<file path="src/irq_bank_pkg.sv">
package irq_bank_pkg;

  // register byte offsets on the bus
  localparam logic [7:0] FLAG_STATUS_2_OFS = 8'h00;
  localparam logic [7:0] FLAG_STATUS_3_OFS = 8'h04;
  localparam logic [7:0] FLAG_STATUS_4_OFS = 8'h08;
  localparam logic [7:0] ENABLE_CONTROL_0_OFS = 8'h0C;

  // implemented bits of each register
  localparam logic [15:0] FLAG_STATUS_2_MASK = 16'h0007;
  localparam logic [15:0] FLAG_STATUS_3_MASK = 16'hBFFF;
  localparam logic [15:0] FLAG_STATUS_4_MASK = 16'h00F7;
  localparam logic [15:0] ENABLE_CONTROL_0_MASK = 16'h7FFF;

  // power-on values
  localparam logic [15:0] FLAG_RESET = 16'h0000;
  localparam logic [15:0] ENABLE_RESET = 16'h0000;

  // third flag register, low bits
  localparam int CAN1_RX_READY_BIT = 2;
  localparam int SERIAL_PERIPH2_EVENT_BIT = 1;
  localparam int SERIAL_PERIPH2_ERROR_BIT = 0;

  // fourth flag register
  localparam int PWM_FAULT_A_BIT = 15;
  localparam int DMA_CH5_DONE_BIT = 13;
  localparam int CONVERTER_IFACE_EVENT_BIT = 12;
  localparam int CONVERTER_IFACE_ERROR_BIT = 11;
  localparam int QUAD_ENCODER_EVENT_BIT = 10;
  localparam int PWM_ERROR_BIT = 9;
  localparam int CAN2_EVENT_BIT = 8;
  localparam int CAN2_RX_READY_BIT = 7;
  localparam int EXT_PIN4_BIT = 6;
  localparam int EXT_PIN3_BIT = 5;
  localparam int TIMER_NINE_BIT = 4;
  localparam int TIMER_EIGHT_BIT = 3;
  localparam int I2C_TWO_MASTER_BIT = 2;
  localparam int I2C_TWO_SLAVE_BIT = 1;
  localparam int TIMER_SEVEN_BIT = 0;

  // fifth flag register
  localparam int CAN2_TX_REQUEST_BIT = 7;
  localparam int CAN1_TX_REQUEST_BIT = 6;
  localparam int DMA_CH7_DONE_BIT = 5;
  localparam int DMA_CH6_DONE_BIT = 4;
  localparam int UART_TWO_ERROR_BIT = 2;
  localparam int UART_ONE_ERROR_BIT = 1;
  localparam int PWM_FAULT_B_BIT = 0;

endpackage : irq_bank_pkg

</file>
<file path="src/interrupt_flag_enable_bank.sv">
// Local design decisions: the placing of the registers and the Wishbone interface to the registers.
`timescale 1ns/10ps
module interrupt_flag_enable_bank (
  input wire logic sys_clk, // 200 MHz system clock
  input wire logic reset, // synchronous, active high
  input wire logic wb_cyc_i, // bus cycle
  input wire logic wb_stb_i, // bus strobe
  input wire logic wb_we_i, // write when high
  input wire logic [7:0] wb_adr_i, // byte address
  input wire logic [3:0] wb_sel_i, // byte lane selects
  input wire logic [31:0] wb_dat_i, // write data
  output logic [31:0] wb_dat_o, // read data
  output logic wb_ack_o, // one-cycle acknowledge
  input wire logic can1_rx_ready_evt, // can 1 receive ready
  input wire logic serial_periph2_event_evt, // spi 2 event
  input wire logic serial_periph2_error_evt, // spi 2 error
  input wire logic pwm_fault_a_evt, // pwm fault a
  input wire logic dma_ch5_done_evt, // dma 5 complete
  input wire logic converter_iface_event_evt, // converter iface event
  input wire logic converter_iface_error_evt, // converter iface error
  input wire logic quad_encoder_event_evt, // encoder event
  input wire logic pwm_error_evt, // pwm error
  input wire logic can2_event_evt, // can 2 event
  input wire logic can2_rx_ready_evt, // can 2 receive ready
  input wire logic ext_pin4_evt, // external pin 4
  input wire logic ext_pin3_evt, // external pin 3
  input wire logic timer_nine_evt, // timer 9
  input wire logic timer_eight_evt, // timer 8
  input wire logic i2c_two_master_evt, // i2c 2 master
  input wire logic i2c_two_slave_evt, // i2c 2 slave
  input wire logic timer_seven_evt, // timer 7
  input wire logic can2_tx_request_evt, // can 2 transmit request
  input wire logic can1_tx_request_evt, // can 1 transmit request
  input wire logic dma_ch7_done_evt, // dma 7 complete
  input wire logic dma_ch6_done_evt, // dma 6 complete
  input wire logic uart_two_error_evt, // uart 2 error
  input wire logic uart_one_error_evt, // uart 1 error
  input wire logic pwm_fault_b_evt, // pwm fault b
  input wire logic [15:0] source_flag_0, // flags gated by enable 0
  input wire logic [2:0] source_enable_2, // enables for flag 2 bits
  input wire logic [15:0] source_enable_3, // enables for flag 3
  input wire logic [7:0] source_enable_4, // enables for flag 4
  output logic [2:0] flag_2, // flag 2 bits 2..0
  output logic [15:0] flag_3, // flag 3 contents
  output logic [7:0] flag_4, // flag 4 low byte
  output logic [15:0] enable_0, // enable 0 contents
  output logic [15:0] request_0, // gated enable 0 requests
  output logic [2:0] request_2, // gated flag 2 requests
  output logic [15:0] request_3, // gated flag 3 requests
  output logic [7:0] request_4 // gated flag 4 requests
);

  logic [15:0] interrupt_flag_status_2;
  logic [15:0] interrupt_flag_status_3;
  logic [15:0] interrupt_flag_status_4;
  logic [15:0] interrupt_enable_control_0;
  logic [15:0] events_2;
  logic [15:0] events_3;
  logic [15:0] events_4;
  logic access;
  logic write_strobe;
  logic hit_2;
  logic hit_3;
  logic hit_4;
  logic hit_e0;
  logic [15:0] lane_mask;
  logic [15:0] next_flag_2;
  logic [15:0] next_flag_3;
  logic [15:0] next_flag_4;
  logic [15:0] next_enable_0;
  logic [15:0] next_read;

  // merge a bus write into a register, honouring byte lanes and
  // keeping unimplemented bits at zero
  function automatic logic [15:0] merge_write(
    input logic [15:0] cur,
    input logic [15:0] wdat,
    input logic [15:0] lanes,
    input logic hit,
    input logic [15:0] mask
  );
    logic [15:0] res;
    res = cur;
    if (hit) begin
      res = (cur & ~lanes) | (wdat & lanes);
    end
    merge_write = res & mask;
  endfunction : merge_write

  // event vector of the third flag register
  always_comb begin
    events_2 = 16'h0000;
    events_2[irq_bank_pkg::CAN1_RX_READY_BIT] = can1_rx_ready_evt;
    events_2[irq_bank_pkg::SERIAL_PERIPH2_EVENT_BIT] = serial_periph2_event_evt;
    events_2[irq_bank_pkg::SERIAL_PERIPH2_ERROR_BIT] = serial_periph2_error_evt;
  end

  // event vector of the fourth flag register
  always_comb begin
    events_3 = 16'h0000;
    events_3[irq_bank_pkg::PWM_FAULT_A_BIT] = pwm_fault_a_evt;
    events_3[irq_bank_pkg::DMA_CH5_DONE_BIT] = dma_ch5_done_evt;
    events_3[irq_bank_pkg::CONVERTER_IFACE_EVENT_BIT] = converter_iface_event_evt;
    events_3[irq_bank_pkg::CONVERTER_IFACE_ERROR_BIT] = converter_iface_error_evt;
    events_3[irq_bank_pkg::QUAD_ENCODER_EVENT_BIT] = quad_encoder_event_evt;
    events_3[irq_bank_pkg::PWM_ERROR_BIT] = pwm_error_evt;
    events_3[irq_bank_pkg::CAN2_EVENT_BIT] = can2_event_evt;
    events_3[irq_bank_pkg::CAN2_RX_READY_BIT] = can2_rx_ready_evt;
    events_3[irq_bank_pkg::EXT_PIN4_BIT] = ext_pin4_evt;
    events_3[irq_bank_pkg::EXT_PIN3_BIT] = ext_pin3_evt;
    events_3[irq_bank_pkg::TIMER_NINE_BIT] = timer_nine_evt;
    events_3[irq_bank_pkg::TIMER_EIGHT_BIT] = timer_eight_evt;
    events_3[irq_bank_pkg::I2C_TWO_MASTER_BIT] = i2c_two_master_evt;
    events_3[irq_bank_pkg::I2C_TWO_SLAVE_BIT] = i2c_two_slave_evt;
    events_3[irq_bank_pkg::TIMER_SEVEN_BIT] = timer_seven_evt;
  end

  // event vector of the fifth flag register
  always_comb begin
    events_4 = 16'h0000;
    events_4[irq_bank_pkg::CAN2_TX_REQUEST_BIT] = can2_tx_request_evt;
    events_4[irq_bank_pkg::CAN1_TX_REQUEST_BIT] = can1_tx_request_evt;
    events_4[irq_bank_pkg::DMA_CH7_DONE_BIT] = dma_ch7_done_evt;
    events_4[irq_bank_pkg::DMA_CH6_DONE_BIT] = dma_ch6_done_evt;
    events_4[irq_bank_pkg::UART_TWO_ERROR_BIT] = uart_two_error_evt;
    events_4[irq_bank_pkg::UART_ONE_ERROR_BIT] = uart_one_error_evt;
    events_4[irq_bank_pkg::PWM_FAULT_B_BIT] = pwm_fault_b_evt;
  end

  // address match per register, used by the write decode only, as the
  // read mux decodes wb_adr_i itself; an address outside the four matches none of them
  logic adr_is_2;
  logic adr_is_3;
  logic adr_is_4;
  logic adr_is_e0;
  logic read_strobe;
  logic [15:0] set_2;
  logic [15:0] set_3;
  logic [15:0] set_4;

  // one compare per register offset
  assign adr_is_2 = (wb_adr_i == irq_bank_pkg::FLAG_STATUS_2_OFS);
  assign adr_is_3 = (wb_adr_i == irq_bank_pkg::FLAG_STATUS_3_OFS);
  assign adr_is_4 = (wb_adr_i == irq_bank_pkg::FLAG_STATUS_4_OFS);
  assign adr_is_e0 = (wb_adr_i == irq_bank_pkg::ENABLE_CONTROL_0_OFS);

  // bus decode; a write lands only on the cycle that ack is raised,
  // so a held request writes again only every second cycle; an unmapped write is
  // acknowledged and dropped
  assign access = wb_cyc_i & wb_stb_i & ~wb_ack_o;
  assign write_strobe = access & wb_we_i;
  assign read_strobe = access & ~wb_we_i;
  assign hit_2 = write_strobe & adr_is_2;
  assign hit_3 = write_strobe & adr_is_3;
  assign hit_4 = write_strobe & adr_is_4;
  assign hit_e0 = write_strobe & adr_is_e0;

  // byte lanes 0 and 1 carry the 16-bit registers; lanes 2 and 3
  // are ignored, as the upper half of every word is unimplemented
  assign lane_mask = {{8{wb_sel_i[1]}}, {8{wb_sel_i[0]}}};

  // hardware set vectors; unimplemented positions never take an
  // event, so a stray source line cannot make a hole read as 1
  assign set_2 = events_2 & irq_bank_pkg::FLAG_STATUS_2_MASK;
  assign set_3 = events_3 & irq_bank_pkg::FLAG_STATUS_3_MASK;
  assign set_4 = events_4 & irq_bank_pkg::FLAG_STATUS_4_MASK;

  // third flag register next value: an event ORs in after the write,
  // so a set that meets a software clear in the same cycle wins
  always_comb begin
    next_flag_2 = merge_write(interrupt_flag_status_2, wb_dat_i[15:0], lane_mask, hit_2,
                              irq_bank_pkg::FLAG_STATUS_2_MASK) | set_2;
  end

  // fourth flag register next value, with the same set-wins order;
  // bit 14 is masked on both paths so it can never stick
  always_comb begin
    next_flag_3 = merge_write(interrupt_flag_status_3, wb_dat_i[15:0], lane_mask, hit_3,
                              irq_bank_pkg::FLAG_STATUS_3_MASK) | set_3;
  end

  // fifth flag register next value, with the same set-wins order;
  // the upper byte and bit 3 are masked on both paths
  always_comb begin
    next_flag_4 = merge_write(interrupt_flag_status_4, wb_dat_i[15:0], lane_mask, hit_4,
                              irq_bank_pkg::FLAG_STATUS_4_MASK) | set_4;
  end

  // enable register next value; only software moves an enable bit,
  // so there is no event path here
  always_comb begin
    next_enable_0 = merge_write(interrupt_enable_control_0, wb_dat_i[15:0], lane_mask, hit_e0,
                                irq_bank_pkg::ENABLE_CONTROL_0_MASK);
  end

  // third flag register; cleared at power-on, and events seen
  // during reset are dropped rather than remembered
  always_ff @(posedge sys_clk) begin
    if (reset) begin
      interrupt_flag_status_2 <= irq_bank_pkg::FLAG_RESET;
    end else begin
      interrupt_flag_status_2 <= next_flag_2;
    end
  end

  // fourth flag register, cleared at power-on; events during
  // reset are dropped as well
  always_ff @(posedge sys_clk) begin
    if (reset) begin
      interrupt_flag_status_3 <= irq_bank_pkg::FLAG_RESET;
    end else begin
      interrupt_flag_status_3 <= next_flag_3;
    end
  end

  // fifth flag register, cleared at power-on; events during
  // reset are dropped as well
  always_ff @(posedge sys_clk) begin
    if (reset) begin
      interrupt_flag_status_4 <= irq_bank_pkg::FLAG_RESET;
    end else begin
      interrupt_flag_status_4 <= next_flag_4;
    end
  end

  // enable register, cleared at power-on so that no source_flag_0 flag
  // can reach the processor on request_0 before software has set it up
  always_ff @(posedge sys_clk) begin
    if (reset) begin
      interrupt_enable_control_0 <= irq_bank_pkg::ENABLE_RESET;
    end else begin
      interrupt_enable_control_0 <= next_enable_0;
    end
  end

  // read mux; unmapped addresses read zero rather than erroring,
  // which keeps simple masters from hanging on a bad pointer;
  // the registers already hold zero in every unimplemented place
  always_comb begin
    case (wb_adr_i)
      irq_bank_pkg::FLAG_STATUS_2_OFS: begin
        next_read = interrupt_flag_status_2;
      end
      irq_bank_pkg::FLAG_STATUS_3_OFS: begin
        next_read = interrupt_flag_status_3;
      end
      irq_bank_pkg::FLAG_STATUS_4_OFS: begin
        next_read = interrupt_flag_status_4;
      end
      irq_bank_pkg::ENABLE_CONTROL_0_OFS: begin
        next_read = interrupt_enable_control_0;
      end
      default: begin
        next_read = 16'h0000;
      end
    endcase
  end

  // single-wait acknowledge, dropped the cycle after it was given;
  // a master that keeps stb up gets a new access every second
  // cycle, which is the price of registering ack
  always_ff @(posedge sys_clk) begin
    if (reset) begin
      wb_ack_o <= 1'b0;
    end else begin
      wb_ack_o <= access;
    end
  end

  // read data registered alongside ack and held until the next
  // read; writes leave it alone, so a late sampler still sees
  // the last read value; the upper half is always zero
  always_ff @(posedge sys_clk) begin
    if (reset) begin
      wb_dat_o <= 32'h00000000;
    end else if (read_strobe) begin
      wb_dat_o <= {16'h0000, next_read};
    end
  end

  // flag contents towards the rest of the controller; only the
  // implemented low bits of the third and fifth registers leave
  assign flag_2 = interrupt_flag_status_2[2:0];
  assign flag_3 = interrupt_flag_status_3;
  assign flag_4 = interrupt_flag_status_4[7:0];

  // enable contents towards the flags that are held outside this
  // bank, straight from the flip-flops
  assign enable_0 = interrupt_enable_control_0;

  // enable-gated requests for the flags held outside; registered so
  // the processor side sees glitch-free levels, at one cycle of latency
  always_ff @(posedge sys_clk) begin
    if (reset) begin
      request_0 <= 16'h0000;
    end else begin
      request_0 <= source_flag_0 & next_enable_0;
    end
  end

  // flag-gated requests of the third flag register; taken from the
  // next flag value so a request follows its flag on the same edge
  always_ff @(posedge sys_clk) begin
    if (reset) begin
      request_2 <= 3'h0;
    end else begin
      request_2 <= next_flag_2[2:0] & source_enable_2;
    end
  end

  // flag-gated requests of the fourth flag register, with the
  // enables held outside this bank
  always_ff @(posedge sys_clk) begin
    if (reset) begin
      request_3 <= 16'h0000;
    end else begin
      request_3 <= next_flag_3 & source_enable_3;
    end
  end

  // flag-gated requests of the fifth flag register, with the
  // enables held outside this bank
  always_ff @(posedge sys_clk) begin
    if (reset) begin
      request_4 <= 8'h00;
    end else begin
      request_4 <= next_flag_4[7:0] & source_enable_4;
    end
  end

endmodule : interrupt_flag_enable_bank

</file>
<file path="config.mk">
export PLATFORM = sky130hd
export DESIGN_NAME = interrupt_flag_enable_bank
export DESIGN_NICKNAME = d
export VERILOG_FILES = /design/src/irq_bank_pkg.sv /design/src/interrupt_flag_enable_bank.sv
export SDC_FILE = /design/constraint.sdc
export NUM_CORES = 1
export LEC_CHECK = 0
export BUFFER_PORTS_ARGS = -buffer_cell sky130_fd_sc_hd__buf_2
export CORE_MARGIN = 3
export CORE_UTILIZATION = 43
export CTS_BUF_LIST = sky130_fd_sc_hd__clkbuf_16
export DETAILED_ROUTE_END_ITERATION = 6
export PLACE_DENSITY = 0.82
export SKIP_CTS_REPAIR_TIMING = 1
export SLEW_MARGIN = 10
export SYNTH_ARGS = -nofsm -noshare
export SYNTH_HDL_FRONTEND = slang
export SYNTH_SLANG_ARGS = --single-unit
export TNS_END_PERCENT = 100
</file>
<file path="constraint.sdc">
create_clock -name sys_clk -period 3 [get_ports sys_clk]
set_input_delay 0.45 -clock sys_clk [delete_from_list [all_inputs] [get_ports sys_clk]]
set_output_delay 0.45 -clock sys_clk [all_outputs]
set_load 0.005 [all_outputs]
</file>
==> flow_metrics.env <==
export IMPL_status="completed"
export IMPL_drive_gt1_frac=0.4308
export IMPL_yosys_most_used_dff="dfxtp_1"
export IMPL_grt_pass1_wl_mm=17.16
export IMPL_fin_util=0.5913
export IMPL_power_density_nw_per_um2=520.7
export IMPL_ys_types=40
export IMPL_path_max_fanout=10
export IMPL_syn_to_final_growth_pct=32.30
export IMPL_track_usage=0.2142
export IMPL_clockBufferDepth=2
export IMPL_wl_per_cell_um=16.64
export IMPL_rsz0062_at_grt="no"
export IMPL_hpwl_mm=8.801
export IMPL_root_buffer="clkbuf_16"
export IMPL_crit_required_ps=3200
export IMPL_numPortBuffers=192
export IMPL_place_congestion=0.8936
export IMPL_drc=0
export IMPL_grt_use_met2=0.3798
export IMPL_max_freq_ghz=0.4779
export IMPL_worstMarginPinSlew_ps=662.7
export IMPL_hold_class="in -> reg"
export IMPL_layout_nets=690
export IMPL_cp_arrival_ps=2290
export IMPL_clkTransAtPathRegs_ps=70
export IMPL_design_die_area_um2=10380
export IMPL_async_reset_ff_frac=0
export IMPL_die_x_um=101.9
export IMPL_die_height_um=101.9
export IMPL_insertion_delay_ps=330
export IMPL_leakagePower_nw=2.447
export IMPL_synth_seq_cells=97
export IMPL_overflow=0
export IMPL_htree_levels=3
export IMPL_finalSetupViolCount=0
export IMPL_finalCritPeriodShare=0.6975
export IMPL_ys_seq_area_frac=0.4910
export IMPL_grtUsageMet3=0.06553
export IMPL_grt_busiest_layer="met2"
export IMPL_ant_nets=0
export IMPL_avgSynthCellArea_um2=10.35
export IMPL_hold_viol=0
export IMPL_maxCapViolCount=0
export IMPL_worstPathCellList="buf_2 -> or4_4 -> nor4_4 -> buf_4 -> mux2i_1 -> nor2_1"
export IMPL_core_area_um2=8848
export IMPL_cts_sinks=97
export IMPL_r2r_slack_ps=1000
export IMPL_antenna_found_initial=0
export IMPL_ios=236
export IMPL_rows=34
export IMPL_first_pass_iters=4
export IMPL_cts_buffers=9
export IMPL_rr_worst_depth=5
export IMPL_crit_path_top_delay_cell="or4_4"
export IMPL_vias=3533
export IMPL_vdd_drop_max_uv=364.7
export IMPL_synthesis_instances=382
export IMPL_grt_start_max_net_pins=49
export IMPL_slew_viol_final=0
export IMPL_start_kind="primary input"
export IMPL_cpPeakStageDelay_ps=640
export IMPL_timing_hold_ws_ps=320.7
export IMPL_slew_headroom=0.5519
export IMPL_worstSetupPathType="in -> reg"
export IMPL_min_period_ps=2093
export IMPL_grt_pass1_vias=3361
export IMPL_dp_cells=670
export IMPL_whs_path_depth=2
export IMPL_initial_core_util=0.4470
export IMPL_tns_ps=0
export IMPL_first_iter_violations=103
export IMPL_synth_edf_count=0
export IMPL_avgViaCountPerCell=5.150
export IMPL_ys_warnings_count=0
export IMPL_cts_tree="yes"
export IMPL_diodes=0
export IMPL_end_kind="flip-flop"
export IMPL_syn_cell_area_um2=3955
export IMPL_layout_cells_non_filler=686
export IMPL_drt_total_wl_mm=11.42
export IMPL_grtUsageMet1=0.2570
export IMPL_worst_clock_skew_ps=4.267
==> placed cells by master, fill, tap and decap left out, types with 3 or more instances in the layout <==
master / synthesis / routed
a211oi_1: 7 / 7
inv_1: 8 / 8
nor2b_1: 11 / 11
a41oi_1: 8 / 8
clkbuf_16: 0 / 9
nor2_1: 59 / 59
nor3b_2: 8 / 8
mux2i_1: 22 / 22
a221o_1: 9 / 9
buf_4: 22 / 10
nand4_1: 3 / 3
nand4b_1: 4 / 4
buf_2: 0 / 192
and2_1: 13 / 13
mux4_2: 3 / 3
nand2_1: 9 / 9
nor3b_1: 23 / 23
dfxtp_1: 97 / 97
conb_1: 1 / 22
o21ai_0: 7 / 7
a22o_1: 4 / 4
a22oi_1: 7 / 7
mux2_2: 13 / 13
==> state kept, by name, summed over array words and instances, names as in the netlist <==
signal and count:
enable_0 15, flag_3 15, interrupt_flag_status_2 3, interrupt_flag_status_4 7
request_0 15, request_2 3, request_3 15, request_4 7
wb_ack_o 1, wb_dat_o 16
==> where the power goes <==
part / leakage, nW / switching [mW] / internal [mW]
registers: 0.795 / 0.0267 / 1.33
logic: 1.52 / 0.146 / 0.146
clock network: 0.134 / 0.500 / 0.571
==> worst max-delay path, delay by kind of cell <==
family                 cells  cell delay (ps)
buffers and inverters      2              370
muxes                      1              290
and+or+nand+nor            3             1170
==> metrics by stage <==
stage	total power, mW	cell area, µm²	setup slack [ps]
final	2.724	5233	907.4
after global routing	2.845	5233	727.7
after CTS	2.761	5233	900.9
after detailed placement	1.683	4954	556.9
after global placement	1.674	4954	567.3
after floorplan	1.553	4034	703.7
==> worst paths after layout <==
check                          start           end
setup / recovery         wb_adr_i[1]   enable_0[3]
hold / removal    source_enable_3[2]  request_3[2]
setup reg to reg            wb_ack_o   enable_0[3]
hold reg to reg         wb_dat_o[14]  wb_dat_o[14]
==> synth_stat cells, types with 3 or more instances <==
cell	count	share of area
a22oi_1	7	0.013
nor3b_1	23	0.044
mux2_2	13	0.037
a41oi_1	8	0.018
inv_1	8	0.0076
dfxtp_1	97	0.49
nor3b_2	8	0.025
a221o_1	9	0.023
and2_1	13	0.021
clkbuf_1	18	0.017
mux4_2	3	0.017
nand4b_1	4	0.0089
buf_4	22	0.042
nor2b_1	11	0.017
nand2_1	9	0.0085
nand4_1	3	0.0047
nor2_1	59	0.056
a22o_1	4	0.0089
a211oi_1	7	0.013
mux2i_1	22	0.056
o21ai_0	7	0.0089
==> metal layers <==
layer | part of all wire | vias up
met1 | 0.41 | 1658
met4 | 0.0097 | 0
met5 | 0 | -
met2 | 0.50 | 166
met3 | 0.082 | 10
li1 | - | 1699
==> cell families after synthesis <==
kind of cell,count (synthesis),share of synthesized area
other,1,0.0009482
AND/OR/NAND/NOR,149,0.2341
AO/OA/AOI/OAI,46,0.09301
buffers and inverters,51,0.07118
flip-flops,97,0.4910
multiplexers,38,0.1098
==> final cells by class <==
type | instances | area, µm²
sequential | 97 | 1942
inverter | 8 | 30.03
clock inverter | 7 | 53.80
tap | 108 | 135.1
multi-input combinational | 255 | 1810
clock buffer | 9 | 225.2
timing repair buffer | 202 | 1036
fill | 784 | 3616
Note: power is estimated with default switching activity, not from simulation.
